<file path="config.mk">
export PLATFORM = sky130hd
export DESIGN_NAME = bgs_sync_resp
export DESIGN_NICKNAME = d
export VERILOG_FILES = /design/src/common/bgs_pkg.sv /design/src/hdl/bgs_ser_div.sv /design/src/hdl/bgs_sync_resp.sv
export SDC_FILE = /design/constraint.sdc
export NUM_CORES = 1
export LEC_CHECK = 0
export ABC_AREA = 1
export BUFFER_PORTS_ARGS = -buffer_cell sky130_fd_sc_hd__buf_2
export CAP_MARGIN = 20
export CORE_ASPECT_RATIO = 0.5
export CORE_UTILIZATION = 65
export CTS_CLUSTER_DIAMETER = 100
export DETAILED_ROUTE_END_ITERATION = 12
export HOLD_SLACK_MARGIN = 0.02
export PLACE_DENSITY_LB_ADDON = 0.12
export RECOVER_POWER = 100
export SETUP_SLACK_MARGIN = 0.05
export SKIP_CTS_REPAIR_TIMING = 1
export SYNTH_ARGS = -nofsm -noshare
export SYNTH_HDL_FRONTEND = slang
export SYNTH_SLANG_ARGS = --single-unit
</file>
<file path="constraint.sdc">
create_clock -name CLK_SYS -period 3.6 [get_ports CLK_SYS]
set_input_delay 0.18 -clock CLK_SYS [delete_from_list [all_inputs] [get_ports CLK_SYS]]
set_output_delay 0.18 -clock CLK_SYS [all_outputs]
set_load 0.03 [all_outputs]
</file>
<file path="src/common/bgs_pkg.sv">
// bgs_pkg: constants and types shared by the background-pin sync responder.
// assumes: one system clock; the serial clock exists only as a one-cycle tick.
`default_nettype none
package bgs_pkg;
  // ---------------------------------------------------------------
  // serial clock derivation
  // ---------------------------------------------------------------
  localparam int unsigned SER_DIV         = 8;
  localparam int unsigned SER_DIV_W       = 3;
  // ---------------------------------------------------------------
  // timing counts, in serial clock cycles
  // ---------------------------------------------------------------
  localparam int unsigned SYNC_REQ_MIN    = 128;
  localparam int unsigned SYNC_DETECT     = 64;
  localparam int unsigned HOST_RELEASE    = 16;
  localparam int unsigned SYNC_RESP_LOW   = 128;
  localparam int unsigned SPEEDUP_LEN     = 1;
  localparam int unsigned SER_TIMEOUT     = 512;
  localparam int unsigned CNT_W           = 10;
  // ---------------------------------------------------------------
  // reset values
  // ---------------------------------------------------------------
  localparam logic        PIN_IDLE_RST    = 1'b1;
  // ---------------------------------------------------------------
  // responder states
  // ---------------------------------------------------------------
  typedef enum logic [2:0] {
    BGS_IDLE      = 3'b000,
    BGS_WAIT_HIGH = 3'b001,
    BGS_DELAY     = 3'b010,
    BGS_DRIVE_LOW = 3'b011,
    BGS_SPEEDUP   = 3'b100
  } bgs_state_e;
endpackage : bgs_pkg
`default_nettype wire

</file>
<file path="src/hdl/bgs_ser_div.sv">
// bgs_ser_div: divides the vco-rate system clock into a serial clock tick.
// assumes: CLK_SYS is the vco clock; the tick is one system cycle wide.
`timescale 1ns/1ps
`default_nettype none
module bgs_ser_div
  import bgs_pkg::*;
#(
  parameter int unsigned DIV   = SER_DIV,
  parameter int unsigned DIV_W = SER_DIV_W
) (
  // clock and reset
  input  wire logic clk,
  input  wire logic reset_n,
  input  wire logic clk_en,
  // serial clock tick
  output var  logic tick
);
  typedef struct packed {
    logic [DIV_W-1:0] cnt;
    logic             tick;
  } bgs_div_s;

  bgs_div_s st_ff;
  bgs_div_s nxt_st;

  always_comb begin
    nxt_st      = st_ff;
    nxt_st.tick = 1'b0;
    if (st_ff.cnt == DIV_W'(DIV - 1)) begin  // [RULE_02]
      nxt_st.cnt  = '0;
      nxt_st.tick = 1'b1;
    end else begin
      nxt_st.cnt = st_ff.cnt + 1'b1;
    end
  end

  always_ff @(posedge clk) begin
    if (!reset_n) begin
      st_ff <= '0;
    end else if (clk_en) begin
      st_ff <= nxt_st;
    end
  end

  assign tick = st_ff.tick;
endmodule : bgs_ser_div
`default_nettype wire

</file>
<file path="src/hdl/bgs_sync_resp.sv">
// bgs_sync_resp: detects a long-low sync request on the background pin,
// soft-resets the serial engine and answers with the timed reference pulse.
// assumes: pin input already synchronous to CLK_SYS; the serial engine reports
// an unfinished transfer on XFER_BUSY and a waiting acknowledge on ACK_PENDING.
//
// Summary of operation
// [RULE_01] host holds the pin low at least 128 slowest serial cycles to request sync
// [RULE_02] serial clock is the vco clock divided by eight
// [RULE_03] host ends its request with a short driven-high speedup pulse
// [RULE_04] host then releases the pin and listens for the response
// [RULE_05] on a sync request, discard any partial command or bit, like a time-out
// [RULE_06] wait for the pin to return high before responding
// [RULE_07] then wait 16 serial cycles for the host speedup to end
// [RULE_08] drive the pin low for exactly 128 serial cycles
// [RULE_09] drive high one serial cycle, then release the pin
// [RULE_10] host times the low response to set its bit rate
// [RULE_11] after the response, next falling edge starts a command or sync request
// [RULE_12] a sync request cancels a pending acknowledge and is handled normally
// [RULE_13] a command not correctly received gets no acknowledge pulse
// [RULE_14] over 512 serial cycles between falling edges mid-transfer forces soft reset
// [RULE_15] a low longer than any valid bit time counts as a sync request
`timescale 1ns/1ps
`default_nettype none
module bgs_sync_resp
  import bgs_pkg::*;
#(
  parameter int unsigned DETECT_CYC  = SYNC_DETECT,
  parameter int unsigned RELEASE_CYC = HOST_RELEASE,
  parameter int unsigned RESP_CYC    = SYNC_RESP_LOW,
  parameter int unsigned TOUT_CYC    = SER_TIMEOUT
) (
  // clock, reset, enable
  input  wire logic CLK_SYS,
  input  wire logic RESET_N,
  input  wire logic CLK_EN,
  // background pin
  input  wire logic BACKGROUND_PIN_PIN_IN,
  output var  logic BACKGROUND_PIN_PIN_OUT,
  output var  logic BACKGROUND_PIN_PIN_OE,
  // serial engine status
  input  wire logic XFER_BUSY,
  input  wire logic ACK_PENDING,
  // serial engine control
  output var  logic SOFT_RESET,
  output var  logic ACK_CANCEL,
  output var  logic ACK_INHIBIT,
  output var  logic FRAME_START,
  output var  logic SYNC_ACTIVE
);
  // ---------------------------------------------------------------
  // state
  // ---------------------------------------------------------------
  typedef struct packed {
    bgs_state_e       state;
    logic [CNT_W-1:0] cnt;
    logic [CNT_W-1:0] low_cnt;
    logic [CNT_W-1:0] tout_cnt;
    logic             pin_prev;
    logic             pin_out;
    logic             pin_oe;
    logic             soft_rst;
    logic             ack_cancel;
    logic             ack_inhibit;
    logic             frame_start;
    logic             sync_active;
  } bgs_resp_s;

  bgs_resp_s st_ff;
  bgs_resp_s nxt_st;
  logic      ser_tick;
  logic      fall;
  logic      sync_seen;
  logic      tout_hit;

  // ---------------------------------------------------------------
  // serial clock
  // ---------------------------------------------------------------
  bgs_ser_div #(
    .DIV   (SER_DIV),
    .DIV_W (SER_DIV_W)
  ) u_div (
    .clk     (CLK_SYS),
    .reset_n (RESET_N),
    .clk_en  (CLK_EN),
    .tick    (ser_tick)
  );

  assign fall = st_ff.pin_prev & ~BACKGROUND_PIN_PIN_IN;

  // a valid bit lasts at most a few tens of serial cycles, so a low
  // reaching the threshold can only be a sync request; the threshold sits
  // well below the host minimum to tolerate a slower-running host clock
  assign sync_seen = (st_ff.state == BGS_IDLE) && !BACKGROUND_PIN_PIN_IN && ser_tick
                     && (st_ff.low_cnt == CNT_W'(DETECT_CYC - 1));  // [RULE_15] [RULE_01]

  assign tout_hit = (st_ff.state == BGS_IDLE) && XFER_BUSY && ser_tick
                    && (st_ff.tout_cnt == CNT_W'(TOUT_CYC));  // [RULE_14]

  // ---------------------------------------------------------------
  // next state
  // ---------------------------------------------------------------
  always_comb begin
    nxt_st             = st_ff;
    nxt_st.pin_prev    = BACKGROUND_PIN_PIN_IN;
    nxt_st.soft_rst    = 1'b0;
    nxt_st.ack_cancel  = 1'b0;
    nxt_st.frame_start = 1'b0;

    // low-time measurement runs only while the responder is idle
    if (st_ff.state != BGS_IDLE || BACKGROUND_PIN_PIN_IN) begin
      nxt_st.low_cnt = '0;
    end else if (ser_tick && st_ff.low_cnt != CNT_W'(DETECT_CYC)) begin
      nxt_st.low_cnt = st_ff.low_cnt + 1'b1;
    end

    // gap between falling edges, watched only mid-transfer
    if (fall || !XFER_BUSY || st_ff.state != BGS_IDLE) begin
      nxt_st.tout_cnt = '0;
    end else if (ser_tick && st_ff.tout_cnt < CNT_W'(TOUT_CYC)) begin
      nxt_st.tout_cnt = st_ff.tout_cnt + 1'b1;
    end

    case (st_ff.state)
      BGS_IDLE: begin
        nxt_st.pin_oe  = 1'b0;
        nxt_st.pin_out = 1'b1;
        if (fall) begin
          nxt_st.frame_start = 1'b1;  // [RULE_11]
          nxt_st.ack_inhibit = 1'b0;
        end
        if (sync_seen) begin
          nxt_st.state       = BGS_WAIT_HIGH;
          nxt_st.soft_rst    = 1'b1;  // [RULE_05]
          nxt_st.ack_cancel  = ACK_PENDING;  // [RULE_12]
          nxt_st.ack_inhibit = 1'b1;  // [RULE_13]
          nxt_st.sync_active = 1'b1;
        end else if (tout_hit) begin
          // park past the limit: one stall gives one soft reset, not one per tick
          nxt_st.tout_cnt    = CNT_W'(TOUT_CYC + 1);  // [RULE_14]
          nxt_st.soft_rst    = 1'b1;  // [RULE_14]
          nxt_st.ack_inhibit = 1'b1;  // [RULE_13]
        end
      end
      BGS_WAIT_HIGH: begin
        // host may still be holding the pin low; its speedup falls in the delay that follows
        if (BACKGROUND_PIN_PIN_IN) begin  // [RULE_06]
          nxt_st.state = BGS_DELAY;
          nxt_st.cnt   = '0;
        end
      end
      BGS_DELAY: begin
        if (ser_tick) begin
          if (st_ff.cnt == CNT_W'(RELEASE_CYC - 1)) begin  // [RULE_07]
            nxt_st.state   = BGS_DRIVE_LOW;
            nxt_st.cnt     = '0;
            nxt_st.pin_out = 1'b0;
            nxt_st.pin_oe  = 1'b1;
          end else begin
            nxt_st.cnt = st_ff.cnt + 1'b1;
          end
        end
      end
      BGS_DRIVE_LOW: begin
        if (ser_tick) begin
          if (st_ff.cnt == CNT_W'(RESP_CYC - 1)) begin  // [RULE_08]
            nxt_st.state   = BGS_SPEEDUP;
            nxt_st.cnt     = '0;
            nxt_st.pin_out = 1'b1;  // [RULE_09]
          end else begin
            nxt_st.cnt = st_ff.cnt + 1'b1;
          end
        end
      end
      BGS_SPEEDUP: begin
        if (ser_tick && st_ff.cnt == CNT_W'(SPEEDUP_LEN - 1)) begin
          nxt_st.state       = BGS_IDLE;
          nxt_st.pin_oe      = 1'b0;  // [RULE_09]
          nxt_st.sync_active = 1'b0;
          nxt_st.cnt         = '0;
        end else if (ser_tick) begin
          nxt_st.cnt = st_ff.cnt + 1'b1;
        end
      end
      default: begin
        nxt_st.state  = BGS_IDLE;
        nxt_st.pin_oe = 1'b0;
      end
    endcase
  end

  // ---------------------------------------------------------------
  // registers
  // ---------------------------------------------------------------
  always_ff @(posedge CLK_SYS) begin
    if (!RESET_N) begin
      st_ff          <= '0;
      st_ff.state    <= BGS_IDLE;
      st_ff.pin_prev <= PIN_IDLE_RST;
      st_ff.pin_out  <= PIN_IDLE_RST;
    end else if (CLK_EN) begin
      st_ff <= nxt_st;
    end
  end

  assign BACKGROUND_PIN_PIN_OUT = st_ff.pin_out;
  assign BACKGROUND_PIN_PIN_OE  = st_ff.pin_oe;
  assign SOFT_RESET   = st_ff.soft_rst;
  assign ACK_CANCEL   = st_ff.ack_cancel;
  assign ACK_INHIBIT  = st_ff.ack_inhibit;
  assign FRAME_START  = st_ff.frame_start;
  assign SYNC_ACTIVE  = st_ff.sync_active;
endmodule : bgs_sync_resp
`default_nettype wire

</file>
## Yosys cells after proc, flatten, opt, wreduce, memory -nomap -nowiden

Index checks and enable logic that the tools add are counted.

| word-level totals | value |
|---|---|
| output and inout port bits | 7 |
| flip-flop bits (word level) | 45 |

| cells by class | value |
|---|---|
| add/sub/neg operators | 4 |
| order comparisons | 1 |
| bitwise operators | 3 |
| multiplexer cells | 38 |
| eq/ne operators | 18 |
| reductions and logical operators | 30 |

Operators with widths:

| kind | count |
|---|---|
| $mux W10 | 11 |
| $pmux W10 S4 | 1 |
| $mux W13 | 3 |
| $add A10 B1 Y10 const B | 3 |
| $mux W3 | 5 |
| $pmux W3 S5 | 1 |
| $reduce_and A6 Y1 | 2 |
| $eq A10 B10 Y1 const B | 1 |
| $eq A10 B4 Y1 const B | 1 |
| $eq A10 B6 Y1 const B | 1 |
| $eq A10 B7 Y1 const B | 1 |
| $logic_not A10 Y1 | 1 |
| $lt A10 B10 Y1 const B | 1 |
| $mux W1 | 10 |
| $ne A10 B7 Y1 const B | 1 |
| $ne A2 B2 Y1 const B | 5 |
| $logic_and A1 B1 Y1 | 9 |
| $reduce_bool A3 Y1 | 3 |
| $reduce_and A8 Y1 | 1 |
| $eq A3 B2 Y1 const B | 2 |
| $eq A3 B3 Y1 const B | 2 |
| $mux W2 | 3 |
| $pmux W1 S3 | 2 |
| $reduce_and A5 Y1 | 1 |
| other kinds (17) | 23 |

## Logic depth before layout (Yosys ltp)

Gate-level depths: netlist of the first run.

| depth | value |
|---|---|
| depth in word-level cells | 8 |
| mapped depth | 12 |

## Modules after synthesis

From an unflattened synthesis of the first run, not the netlist that was laid out.

| unflattened totals | value |
|---|---|
| cell total of the unflattened synthesis | 447 |
| area total of the unflattened synthesis | 2815.2 um^2 |

By module, submodules not included:

| module | area an instance (um^2) | times used | cells an instance |
|---|---|---|---|
| bgs_sync_resp | 2642.5 | 1 | 425 |
| bgs_ser_div | 172.7 | 1 | 22 |

## Worst setup path before layout of the first run

OpenSTA, ideal clock, no wires.

| path | value |
|---|---|
| kind | reg-to-reg |
| start | reg st_ff[18] in the netlist's numbering |
| end | reg st_ff[38] in the netlist's numbering |
| slack | 2115 ps |
| cell stages (with the launch flop) | 13 |
| library setup time | 113 ps |
| data required time | 3487 ps |
| arrival | 1372 ps |
| path through | dfxtp_1 ha_1 nand2_1 nor2_1 nand2_1 nor2_1 nand2_1 nand2_2 nand2_2 nor2_4 nand2_1 nand2_1 nor2_1 |

| between the ends | value |
|---|---|
| cells in the longest elaborated chain, start to end | 4 |

Ends and longest elaborated chain:

| item | RTL line | source |
|---|---|---|
| start, declared | bgs_sync_resp.sv:68 | `bgs_resp_s st_ff;` |
| start signal, assigned | bgs_sync_resp.sv:201 | `st_ff <= nxt_st;` |
| $eq A10 B6 Y1 | bgs_sync_resp.sv:94 | `&& (st_ff.low_cnt == CNT_W'(DETECT_CYC - 1));` |
| $logic_and A1 B1 Y1 | bgs_sync_resp.sv:94 |  |
| $ne A2 B2 Y1 (no line) | -- |  |
| $reduce_and A8 Y1 (no line) | -- |  |

Every way passes these cells.
A chain may end at the register's enable or synchronous reset.

## Final worst setup path of the first run

| path | value |
|---|---|
| start | reg st_ff[39] in the netlist's numbering |
| end | reg st_ff[34] in the netlist's numbering |

| between the ends | value |
|---|---|
| cells in the longest elaborated chain, start to end | 3 |
| elaborated cells on any way between the ends | 11 |

Ends and longest elaborated chain:

| item | RTL line | source |
|---|---|---|
| $eq A3 B3 Y1, or another cell as far along | bgs_sync_resp.sv:123 | `case (st_ff.state)` |
| $ne A3 B2 Y1 (no line), or another cell as far along | -- |  |
| $reduce_and A6 Y1 (no line) | -- |  |

Parallel ways exist; a longest one is shown, timed or not.

==> results of run 1 <==
==> metal layers <==
metal / vias up / track usage, % / part of all wire, %
met2: 92 / 50.4 / 45
li1: 1436 / - / -
met5: - / 0 / 0
met4: 0 / 8.71 / 1.6
met3: 12 / 5.66 / 6.0
met1: 1279 / 41.0 / 48
==> power by group through the flow <==
stage          sequential [uW]  clock [uW]  combinational [uW]
3_3_place_gp               639           0                 814
2_1_floorplan              658           0                 658
4_1_cts                    630         339                 837
3_5_place_dp               642           0                 836
5_1_grt                    635         359                 843
6_report                   624         334                 764
==> stage by stage <==
stage	total power [uW]	instances
finish	1720	503
global route	1840	503
CTS	1810	503
detailed placement	1480	495
global placement	1450	495
floorplan	1320	439
==> registers in the layout (all words and copies together) (netlist names) <==
register,cells
ACK_CANCEL,1
ACK_INHIBIT,1
BACKGROUND_PIN_PIN_OE,1
BACKGROUND_PIN_PIN_OUT,1
FRAME_START,1
SOFT_RESET,1
SYNC_ACTIVE,1
st_ff,34
u_div.st_ff,3
u_div.tick,1
==> worst max-delay path, stage by stage (launching register included) <==
cell and delay [ns]:
dfxtp_1 0.49, inv_1 0.14, nand3_1 0.16, nand2_2 0.05, nand2_1 0.12, nand2_4 0.06
nor2_1 0.45, nand2_1 0.42, inv_1 0.23, nand2_1 0.08, a21oi_1 0.11
==> cells by family (layout without fill, tap and decap cells) <==
logic type      after synthesis  after routing  synth area share [%]
compound gates               57             57                  11.0
xor+xnor                      6              6                  1.85
fa+ha+maj                     8              8                  3.52
buf+inv                      64             74                  8.99
flops                        45             45                  31.7
simple gates                259            259                  43.0
==> final cells by class <==
class,count,area (sq um)
Clock buffer,6,82.6
Clock inverter,2,13.8
Fill cell,354,1110
Inverter,54,203
Multi-Input combinational cell,330,1620
Sequential cell,45,901
Tap cell,54,67.6
Timing Repair Buffer,12,50.0
==> cell usage in the layout, fill, tap and decap left out, types with 2 or more instances in the layout <==
cell type and count:
nand3_1 41, clkbuf_1 8, xor2_1 4, or2_2 3, o21ai_0 14, nand2_1 117, nand4_1 13, a21oi_2 2
a21oi_1 33, inv_1 52, dfxtp_1 45, o21bai_1 2, nand2_4 3, nor2_1 60, nand2_2 7, o211ai_1 2
ha_1 8, nand3b_1 4, nor3_1 6, buf_2 4, clkbuf_8 6, xnor2_1 2
==> worst paths after layout <==
kind / from / endpoint / slack (ns) / depth (start not counted)
max: st_ff[39] / st_ff[34] / 1.17 / 10
min: BACKGROUND_PIN_PIN_IN / st_ff[7] / 0.13 / 3
max reg2reg: st_ff[39] / st_ff[34] / 1.17 / 10
min reg2reg: ACK_INHIBIT / ACK_INHIBIT / 0.47 / 2
==> metrics list, run 1 <==
* Number of buffers added on ports: 12
- Ratio of total power to cell area: 587 nW/um^2
- In this run the power spent charging and discharging nets is 797 uW.
* Final hold violation count: 0
- The number of nets handed over by synthesis was 453.
- Type of the worst min-delay path: in -> reg
* Post-synthesis sequential area ratio: 31.7%
- Worst setup path category: reg -> reg
- In this run the worst path has a maximum fanout of 11.
- Counting flops with a built-in enable in the synthesized netlist gives 0.
- Derived from the worst setup path, the maximum achievable clock frequency is 412 MHz.
* Weighted congestion reported at the end of routability-driven placement: 0.964
* Synthesized area per cell: 6.47 sq um
- Of all cell types, the one taking the most synthesized area is dfxtp_1.
* Total cell area at the placement stage: 2920 sq um
* Initial Utilization: 70.2%
- Hold timing on the final database bottoms out at a slack of 0.128 ns.
* Pre-CTS worst setup slack: 1.69 ns
* Max H-tree Level: 2
* Internal power: 925 uW
* Number of CTS-inserted buffers: 5
* Post-Syn Area: 2840 sq um
- DRT Wirelength: 6.31 mm
- The clock passes through at most 2 buffers.
- # rows: 16
- Setup repair after global routing left no endpoint under its margin.
- Number of nets in the layout: 462
* Number of max-cap violations: 0
- Yosys mapped the design onto 38 distinct sky130hd cell types.
* Cells taking the most area after synthesis: dfxtp_1, nand2_1, nor2_1
* Final instance area: 2930 sq um
* Proportion of synthesized flip-flops having asynchronous set or reset: 0%
- The clock network is responsible for 19.4% of the overall power.
- Status: finished clean
* Number of top-level pins: 13
- Relative contribution of combinational cells to total power: 44.4%
- CTS tree: built
- Synthesis produced a netlist whose cell count is 439.
- Maximum vdd drop: 0.275 mV
- Number of max-slew violations in the final report: 0
- Largest net degree at the start of global routing: 27
- Wire per inst: 12.6 microns
- Top cells by count, synth: nand2_1, nor2_1, inv_1
* Number of DRC markers in iteration 0: 205
* Share of the synthesized area in the top cell type: 31.7%
- Data arrival time of the worst path: 2.65 ns
- Core utilization of the finished layout: 72.5%
* Leakage: 0.00124 uW
- Per report_power, the sequential group accounts for 36.2% of the total.
- During synthesis, Yosys emitted a total of 0 warnings.
- Chip height: 48.7 microns
* CP Data Required Time: 3.82 ns
- Synth-to-Final Area Change: 3.26%
- The worst setup path is launched from a flip-flop.
- From left edge to right edge, the die measures 95.5 microns.
- In the routed design, unresolved DRC markers number 0.
* Synth Register Bits: 45
- The detailed router placed 2,819 vias in this run.
* Die Area: 4650 sq um
* DRT antenna net count: 0
- Net switching is 46.3% of the power.
- Final clock skew: 0.00979 ns
- The initial antenna violation count is 0.
* Post-layout min period: 2.43 ns
- Buffer cell driving the clock tree root: clkbuf_8
- Fraction of layout cells with a size suffix above 1: 6.90%
* Period utilization: 67.4%
* Number of iterations in the first detailed-routing pass: 5
* Detailed placement HPWL: 4.75 mm
- Setup total negative slack on the finished layout was measured at 0 ns.
* Floorplan Core Area: 4040 sq um
- Clock latency on the worst-skew pair, taken at its later pin, is 0.31 ns.
- The first global-routing pass estimated 11.0 mm of wire.
- TritonCTS Sinks: 45
- Transition at the pin with the smallest max-transition slack: 0.797 ns
- Antenna diode count: 0
* Number of vias per cell: 5.60
* Final worst slack: 1.17 ns
- Clock-pin slew was measured on the worst setup and hold paths at 0.09 ns.
* GRT Residual Overflow: 0
- In this run the tightest slew margin relative to its limit is 46.9%.
- STA classifies the critical path endpoint as a flip-flop.
* Setup Viol. Count Final: 0
* Ys flop type: dfxtp_1
- Global routing used 30.6% of the available tracks.
* Count leader, synth: nand2_1
- Vias in the first global route: 2,518
Note: power is estimated with default switching activity, not from simulation.
==> run 2: changes to the inputs <==
Settings changed: CORE_UTILIZATION 65 to 61.
Clock period 3.6 ns to 2.3 ns, I/O delays scaled along.
==> run 2 against run 1 <==
Against the previous run: cell count grew 0.60%; critical path type unchanged; core utilization is 5.2 points lower; non-clock buffer count grew 2; flip-flop and latch count stayed put; highest routed layer unchanged; clock power increased by 38%; via count shrank 0.60%.
==> metrics list, run 2 (synthesis results as in run 1) <==
- Status: finished clean
* Post-detailed-route DRC marker count: 0 (unchanged)
- The most critical setup path has its startpoint at st_ff[39].
* GRT Residual Overflow: 0 (unchanged)
* Max H-tree Level: 2 (unchanged)
* Final hold violation count: 0 (unchanged)
* Worst setup path category: reg -> reg
- The boundary pin count is 13 (unchanged).
- Detailed placement HPWL: 4.60 mm (-3.2%)
- CTS clk-pin slew, worst paths: 0.08 ns (about the same)
- Clock latency of the later-clocked register in the worst-skew pair: 0.30 ns (about the same)
- DRT Wirelength: 6.28 mm (-0.54%)
- Transition at the pin with the smallest max-transition slack: 0.830 ns (+0.0336 ns)
* Largest net degree at the start of global routing: 19 (-30%)
- The starting utilization of the core area is 64.2% (-6.0 points).
* Total cell area at the placement stage: 2930 sq um (+0.64%)
* Critical R2R Launch: st_ff[39]
* Number of iterations in the first detailed-routing pass: 4 (-1)
- Data arrival time of the worst path: 2.11 ns (-0.54 ns)
* Post-layout min period: 1.86 ns (-0.562 ns)
- DRT antenna net count: 0 (unchanged)
- Overall routing resource usage: 27.7% (-2.9 points)
- Critical Path Fanout Max: 10 (-1)
- Number of DRC markers in iteration 0: 154 (-25%)
- Buffer cell driving the clock tree root: clkbuf_8
* Wire length of the first global-routing pass: 10.9 mm (-1.4%)
- The required time of the critical path came to 2.54 ns (-1.28 ns).
- The setup skew after layout is 0.00293 ns (-0.00686 ns).
- Number of buffers added on ports: 12 (unchanged)
- Number of CTS-inserted buffers: 5 (unchanged)
* Commonest non-fill, non-tap cells in the layout: nand2_1, nor2_1, inv_1, dfxtp_1, nand3_1
- STA classifies the critical path endpoint as a flip-flop.
* Vias in the first global route: 2,471 (-1.9%)
- The wire length per cell came to 12.4 microns (-1.1%).
* Number of antenna violations at the first check in global routing: 0 (unchanged)
* Die Area: 4950 sq um (+6.4%)
- Synth-to-Final Area Change: 4.89%
- Maximum clock frequency: 536 MHz (+30%)
- STA classifies the critical path startpoint as a flip-flop.
* Setup Viol. Count Final: 0 (unchanged)
* Leakage: 0.00126 uW (+1.3%)
- The final standard cell area without fillers was 2980 sq um (+1.6%).
- The count of nets after finishing is 464 (+0.43%).
* TritonCTS Sinks: 45 (unchanged)
- The startpoint identified for the worst hold timing path is ACK_PENDING.
- Ratio of total power to cell area: 923 nW/um^2 (+57%)
* Weighted congestion reported at the end of routability-driven placement: 0.906 (-6.0%)
* Flip-flop count of the largest register, all copies and words added: 34 (unchanged)
- Period utilization: 81.1% (+14 points)
* Largest registers: st_ff (34), u_div.st_ff (3)
- Width of the die: 98.5 microns (+3.2%)
- The maximum buffer depth of the clock tree is 2 (unchanged).
- The library cell used most frequently in the layout, excluding fill and tap cells, is nand2_1.
- TritonCTS built the clock tree.
- The row count is 17 (+1).
- Total via count in the routed design: 2,802 (-0.60%)
- Number of vias per cell: 5.54 (-1.2%)
- Filler Cells Inserted: 406 (+15%)
- The normalized max-slew margin is 44.7% (-2.2 points).
* Number of max-cap violations: 0 (unchanged)
- Type of the worst min-delay path: in -> reg
- Number of max-slew violations in the final report: 0 (unchanged)
* Fraction of layout cells with a size suffix above 1: 8.69% (+1.8 points)
* Maximum vdd drop: 0.541 mV (+96%)
- The area of the core region came to 4420 sq um (+9.4%).
- Setup repair after global routing left no endpoint under its margin.
- More flip-flops sit in one register than any other, and that register is st_ff.
- The summed negative setup slack over all endpoints is 0 ns (unchanged).
* Chip height: 50.3 microns (+3.1%)
- The number of antenna repair diodes was 0 (unchanged).
## run 2: changes by cell type in the layout (fill, tap and decap cells not counted), moves of 2 or more
cell / change
buf_4: +2
nor2_4: +3
inv_2: +2
nor2_1: -4
inv_1: -2
nand2_1: -2
## run 2: critical path: stages (launching register included)
cell and delay [ns]:
dfxtp_1 0.51, inv_2 0.10, nand3_1 0.22, nand2_1 0.08, nand2_1 0.28, inv_1 0.24, o21ai_0 0.20, nand2_1 0.07
nor2_1 0.08
## run 2: layout make-up
type                            count  area [sq um]  area share (%)
Tap cell                           57          71.3            2.39
Timing Repair Buffer               14          65.1            2.18
Sequential cell                    45           901            30.2
Inverter                           54           203            6.80
Clock inverter                      1          5.00           0.168
Clock buffer                        5          68.8            2.31
Multi-Input combinational cell    330          1670            55.9
## run 2: path summary, 6_finish.rpt
path	end	slack [ns]	cells past startpoint
setup reg to reg	st_ff[24]	0.44	8
setup / recovery	st_ff[24]	0.44	8
hold / removal	ACK_CANCEL	0.07	3
hold reg to reg	ACK_CANCEL	0.47	2
## run 2: power breakdown
| part | internal [uW] | switching, uW |
|---|---|---|
| clock | 200 | 261 |
| combinational | 381 | 917 |
| sequential | 868 | 122 |
| total | 1450 | 1300 |
## run 2: metrics by stage
step                      setup WS [ns]  utilization [%]  total power (uW)  std cells  hold slack [ns]
after floorplan                   0.815                -              2060        439            0.276
after global placement            0.629             66.3              2280        500            0.395
after detailed placement          0.578             66.3              2320        500            0.393
after CTS                         0.548             68.0              2770        506           0.0734
after global routing              0.202             67.3              2960        506           0.0745
final                             0.435             67.3              2750        506           0.0735
## run 2: routing by layer
layer | part of all wire (%) | up-vias | GRT usage (%)
met3 | 5.6 | 10 | 5.57
met5 | 0 | - | 0
li1 | - | 1437 | -
met2 | 45 | 75 | 46.5
met1 | 48 | 1280 | 35.7
met4 | 1.1 | 0 | 10.4
==> run 3: changes to the inputs <==
Clock period 2.3 ns to 1.8 ns, I/O delays scaled along.
==> run 3 against run 2 <==
Against the previous run: combinational power rose by 34%; largest cell class unchanged; first-iteration DRC count fell by 1.3%; non-clock buffer count rose by 2; critical endpoint is now st_ff[17]; clock-buffer cell count rose by 1; setup slack got worse by 0.26 ns; via count rose by 1.5%; sequential share of layout area fell by 0.41 points; hold slack got worse by 0.0064 ns; flip-flop and latch count did not move; critical path type unchanged.
==> metrics list, run 3 (synthesis results as in run 1) <==
- The final standard cell area without fillers came to 3050 sq um (+2.2%).
* Width of the die: 98.5 microns (unchanged)
* Number of buffers added on ports: 12 (unchanged)
- Number of max-cap violations: 0 (unchanged)
- Post-layout min period: 1.63 ns (-0.236 ns)
- CP Launch Type: flip-flop
* Type of the worst min-delay path: in -> reg
- The normalized max-slew margin is 74.9% (+30 points).
* Pre-CTS worst setup slack: 0.119 ns (-0.459 ns)
- Number of CTS-inserted buffers: 5 (unchanged)
- The leakage power was 0.00128 uW (+2.1%).
* Number of iterations in the first detailed-routing pass: 5 (+1)
* Setup Viol. Count Final: 0 (unchanged)
* Floorplan Core Area: 4420 sq um (unchanged)
* Critical Path Fanout Max: 7 (-3)
* Final worst slack: 0.171 ns (-0.264 ns)
- The number of nets still failing antenna checks after routing is 0 (unchanged).
* Share of power burned in registers: 34.9% (-1.1 points)
- The flip-flop count of the largest register after layout was 34 (unchanged).
- The power share of the combinational group is 48.1% (+0.9 points).
- GRT Residual Overflow: 0 (unchanged)
- Max H-tree Level: 2 (unchanged)
- Maximum clock frequency: 614 MHz (+14%)
- Setup repair after global routing missed its margin: false
* Number of nets in the layout: 466 (+0.43%)
- The number of hold violations in the final report came to 0 (unchanged).
- Die Area: 4950 sq um (unchanged)
- Fraction of layout cells with a size suffix above 1: 12.4% (+3.7 points)
- The number of placed cells counting well taps came to 502 (+0.40%).
* Number of antenna violations at the first check in global routing: 0 (unchanged)
- Total cell area at the placement stage: 2950 sq um (+0.51%)
- Number of top-level pins: 13 (unchanged)
- The share of the clock period used by the worst path after layout came to 90.5% (+9.4 points).
- Final clock skew: 0.00712 ns (+0.00419 ns)
- Initial Utilization: 64.2% (unchanged)
* CTS tree: built
* Antenna diode count: 0 (unchanged)
- The fraction of power consumed by the clock network came to 17.0% (+0.2 points).
- The library cell used most frequently in the layout, excluding fill and tap cells, is nand2_1.
- Weighted congestion reported at the end of routability-driven placement: 0.906 (about the same)
- Switching power summed over all nets: 1690 uW (+30%)
- STA classifies the critical path endpoint as a flip-flop.
* Synth-to-Final Area Change: 7.22%
- The largest registers in the layout are st_ff (34), u_div.st_ff (3).
- Status: finished clean
- Wire length of the first global-routing pass: 11.4 mm (+4.9%)
- The final HPWL from detailed placement was 4.86 mm (+5.8%).
- Setup_tns: 0 ns (unchanged)
- The number of max-slew violations in the final report is 0 (unchanged).
- The die height was 50.3 microns (unchanged).
- The pin count of the biggest net entering global routing came to 25 (+6).
* Commonest non-fill, non-tap cells in the layout: nand2_1, nor2_1, inv_1, dfxtp_1, nand3_1
- Wire per inst: 13.0 microns (+5.2%)
* Internal power: 1920 uW (+32%)
* # rows: 17 (unchanged)
- Buffer cell driving the clock tree root: clkbuf_8
* Clock latency of the later-clocked register in the worst-skew pair: 0.30 ns (about the same)
- Maximum vdd drop: 0.590 mV (+9.1%)
* CP Data Required Time: 2.01 ns (-0.53 ns)
* Total via count in the routed design: 2,844 (+1.5%)
* CTS clk-pin slew, worst paths: 0.09 ns (about the same)
- The number of sinks driven by the clock tree came to 45 (unchanged).
* Longest Clk Path Bufs: 2 (unchanged)
* Transition at the pin with the smallest max-transition slack: 0.374 ns (-0.457 ns)
- The wire length reported by the detailed router came to 6.66 mm (+6.0%).
- The power per cell area came to 1190 nW/um^2 (+28%).
- The DRC violation count after routing is 0 (unchanged).
* Number of DRC markers in iteration 0: 152 (-1.3%)
- Switching portion of total power: 46.9% (-0.41 points)
- The vias per cell was 5.58 (+0.70%).
* Data arrival time of the worst path: 1.84 ns (-0.27 ns)
* Vias in the first global route: 2,637 (+6.7%)
- The overall power of the completed layout came to 3610 uW (+31%).
- The critical path in this run is classified as reg -> reg.
- Non-filler cells, final: 510 (+0.79%)
* Register with the most flip-flops: st_ff
* Overall routing resource usage: 29.3% (+1.6 points)
## run 3: changes by cell type in the layout (fill, tap and decap cells not counted), sizes merged
cell,delta
clkinv,+1
buf,+3
## run 3: area by class of cell
cell class                 count  area, sq um
clock inverter                 2         10.0
multi-input combinational    330         1700
sequential                    45          908
clock buffer                   6         72.6
fill                         400         1380
timing repair buffer          16         81.3
inverter                      54          203
tap                           57         71.3
## run 3: worst paths after layout
| path | start | to | slack [ns] | cells past startpoint |
|---|---|---|---|---|
| setup / recovery | st_ff[38] | st_ff[17] | 0.17 | 8 |
| hold / removal | ACK_PENDING | ACK_CANCEL | 0.07 | 3 |
| setup reg to reg | st_ff[38] | st_ff[17] | 0.17 | 8 |
| hold reg to reg | ACK_INHIBIT | ACK_INHIBIT | 0.47 | 2 |
## run 3: layer usage
layer / vias up / track usage (%) / share of wire, %
met3: 7 / 5.57 / 5.0
met4: 0 / 9.45 / 0.83
met5: - / 0 / 0
met2: 70 / 52.2 / 48
li1: 1438 / - / -
met1: 1329 / 36.3 / 46
## run 3: power by group through the flow
stage | clock, uW | sequential [uW] | combinational, uW
2_1_floorplan | 0 | 1320 | 1320
3_3_place_gp | 0 | 1270 | 1660
3_5_place_dp | 0 | 1270 | 1700
4_1_cts | 623 | 1250 | 1700
5_1_grt | 671 | 1270 | 1930
6_report | 612 | 1260 | 1740
## run 3: critical path, stage by stage, from the launching register on
cell     delay (ns)
dfxtp_2        0.38
nor2_4         0.17
nand3_1        0.22
inv_1          0.24
nand4_1        0.19
nand3_1        0.16
nand3_1        0.08
nand2_1        0.06
inv_1          0.04
## run 3: stage by stage
| step | hold slack (ns) | utilization [%] |
|---|---|---|
| 2_1_floorplan | 0.251 | - |
| 3_3_place_gp | 0.370 | 66.7 |
| 3_5_place_dp | 0.379 | 66.7 |
| 4_1_cts | 0.0588 | 68.5 |
| 5_1_grt | 0.0608 | 68.8 |
| 6_report | 0.0672 | 68.8 |
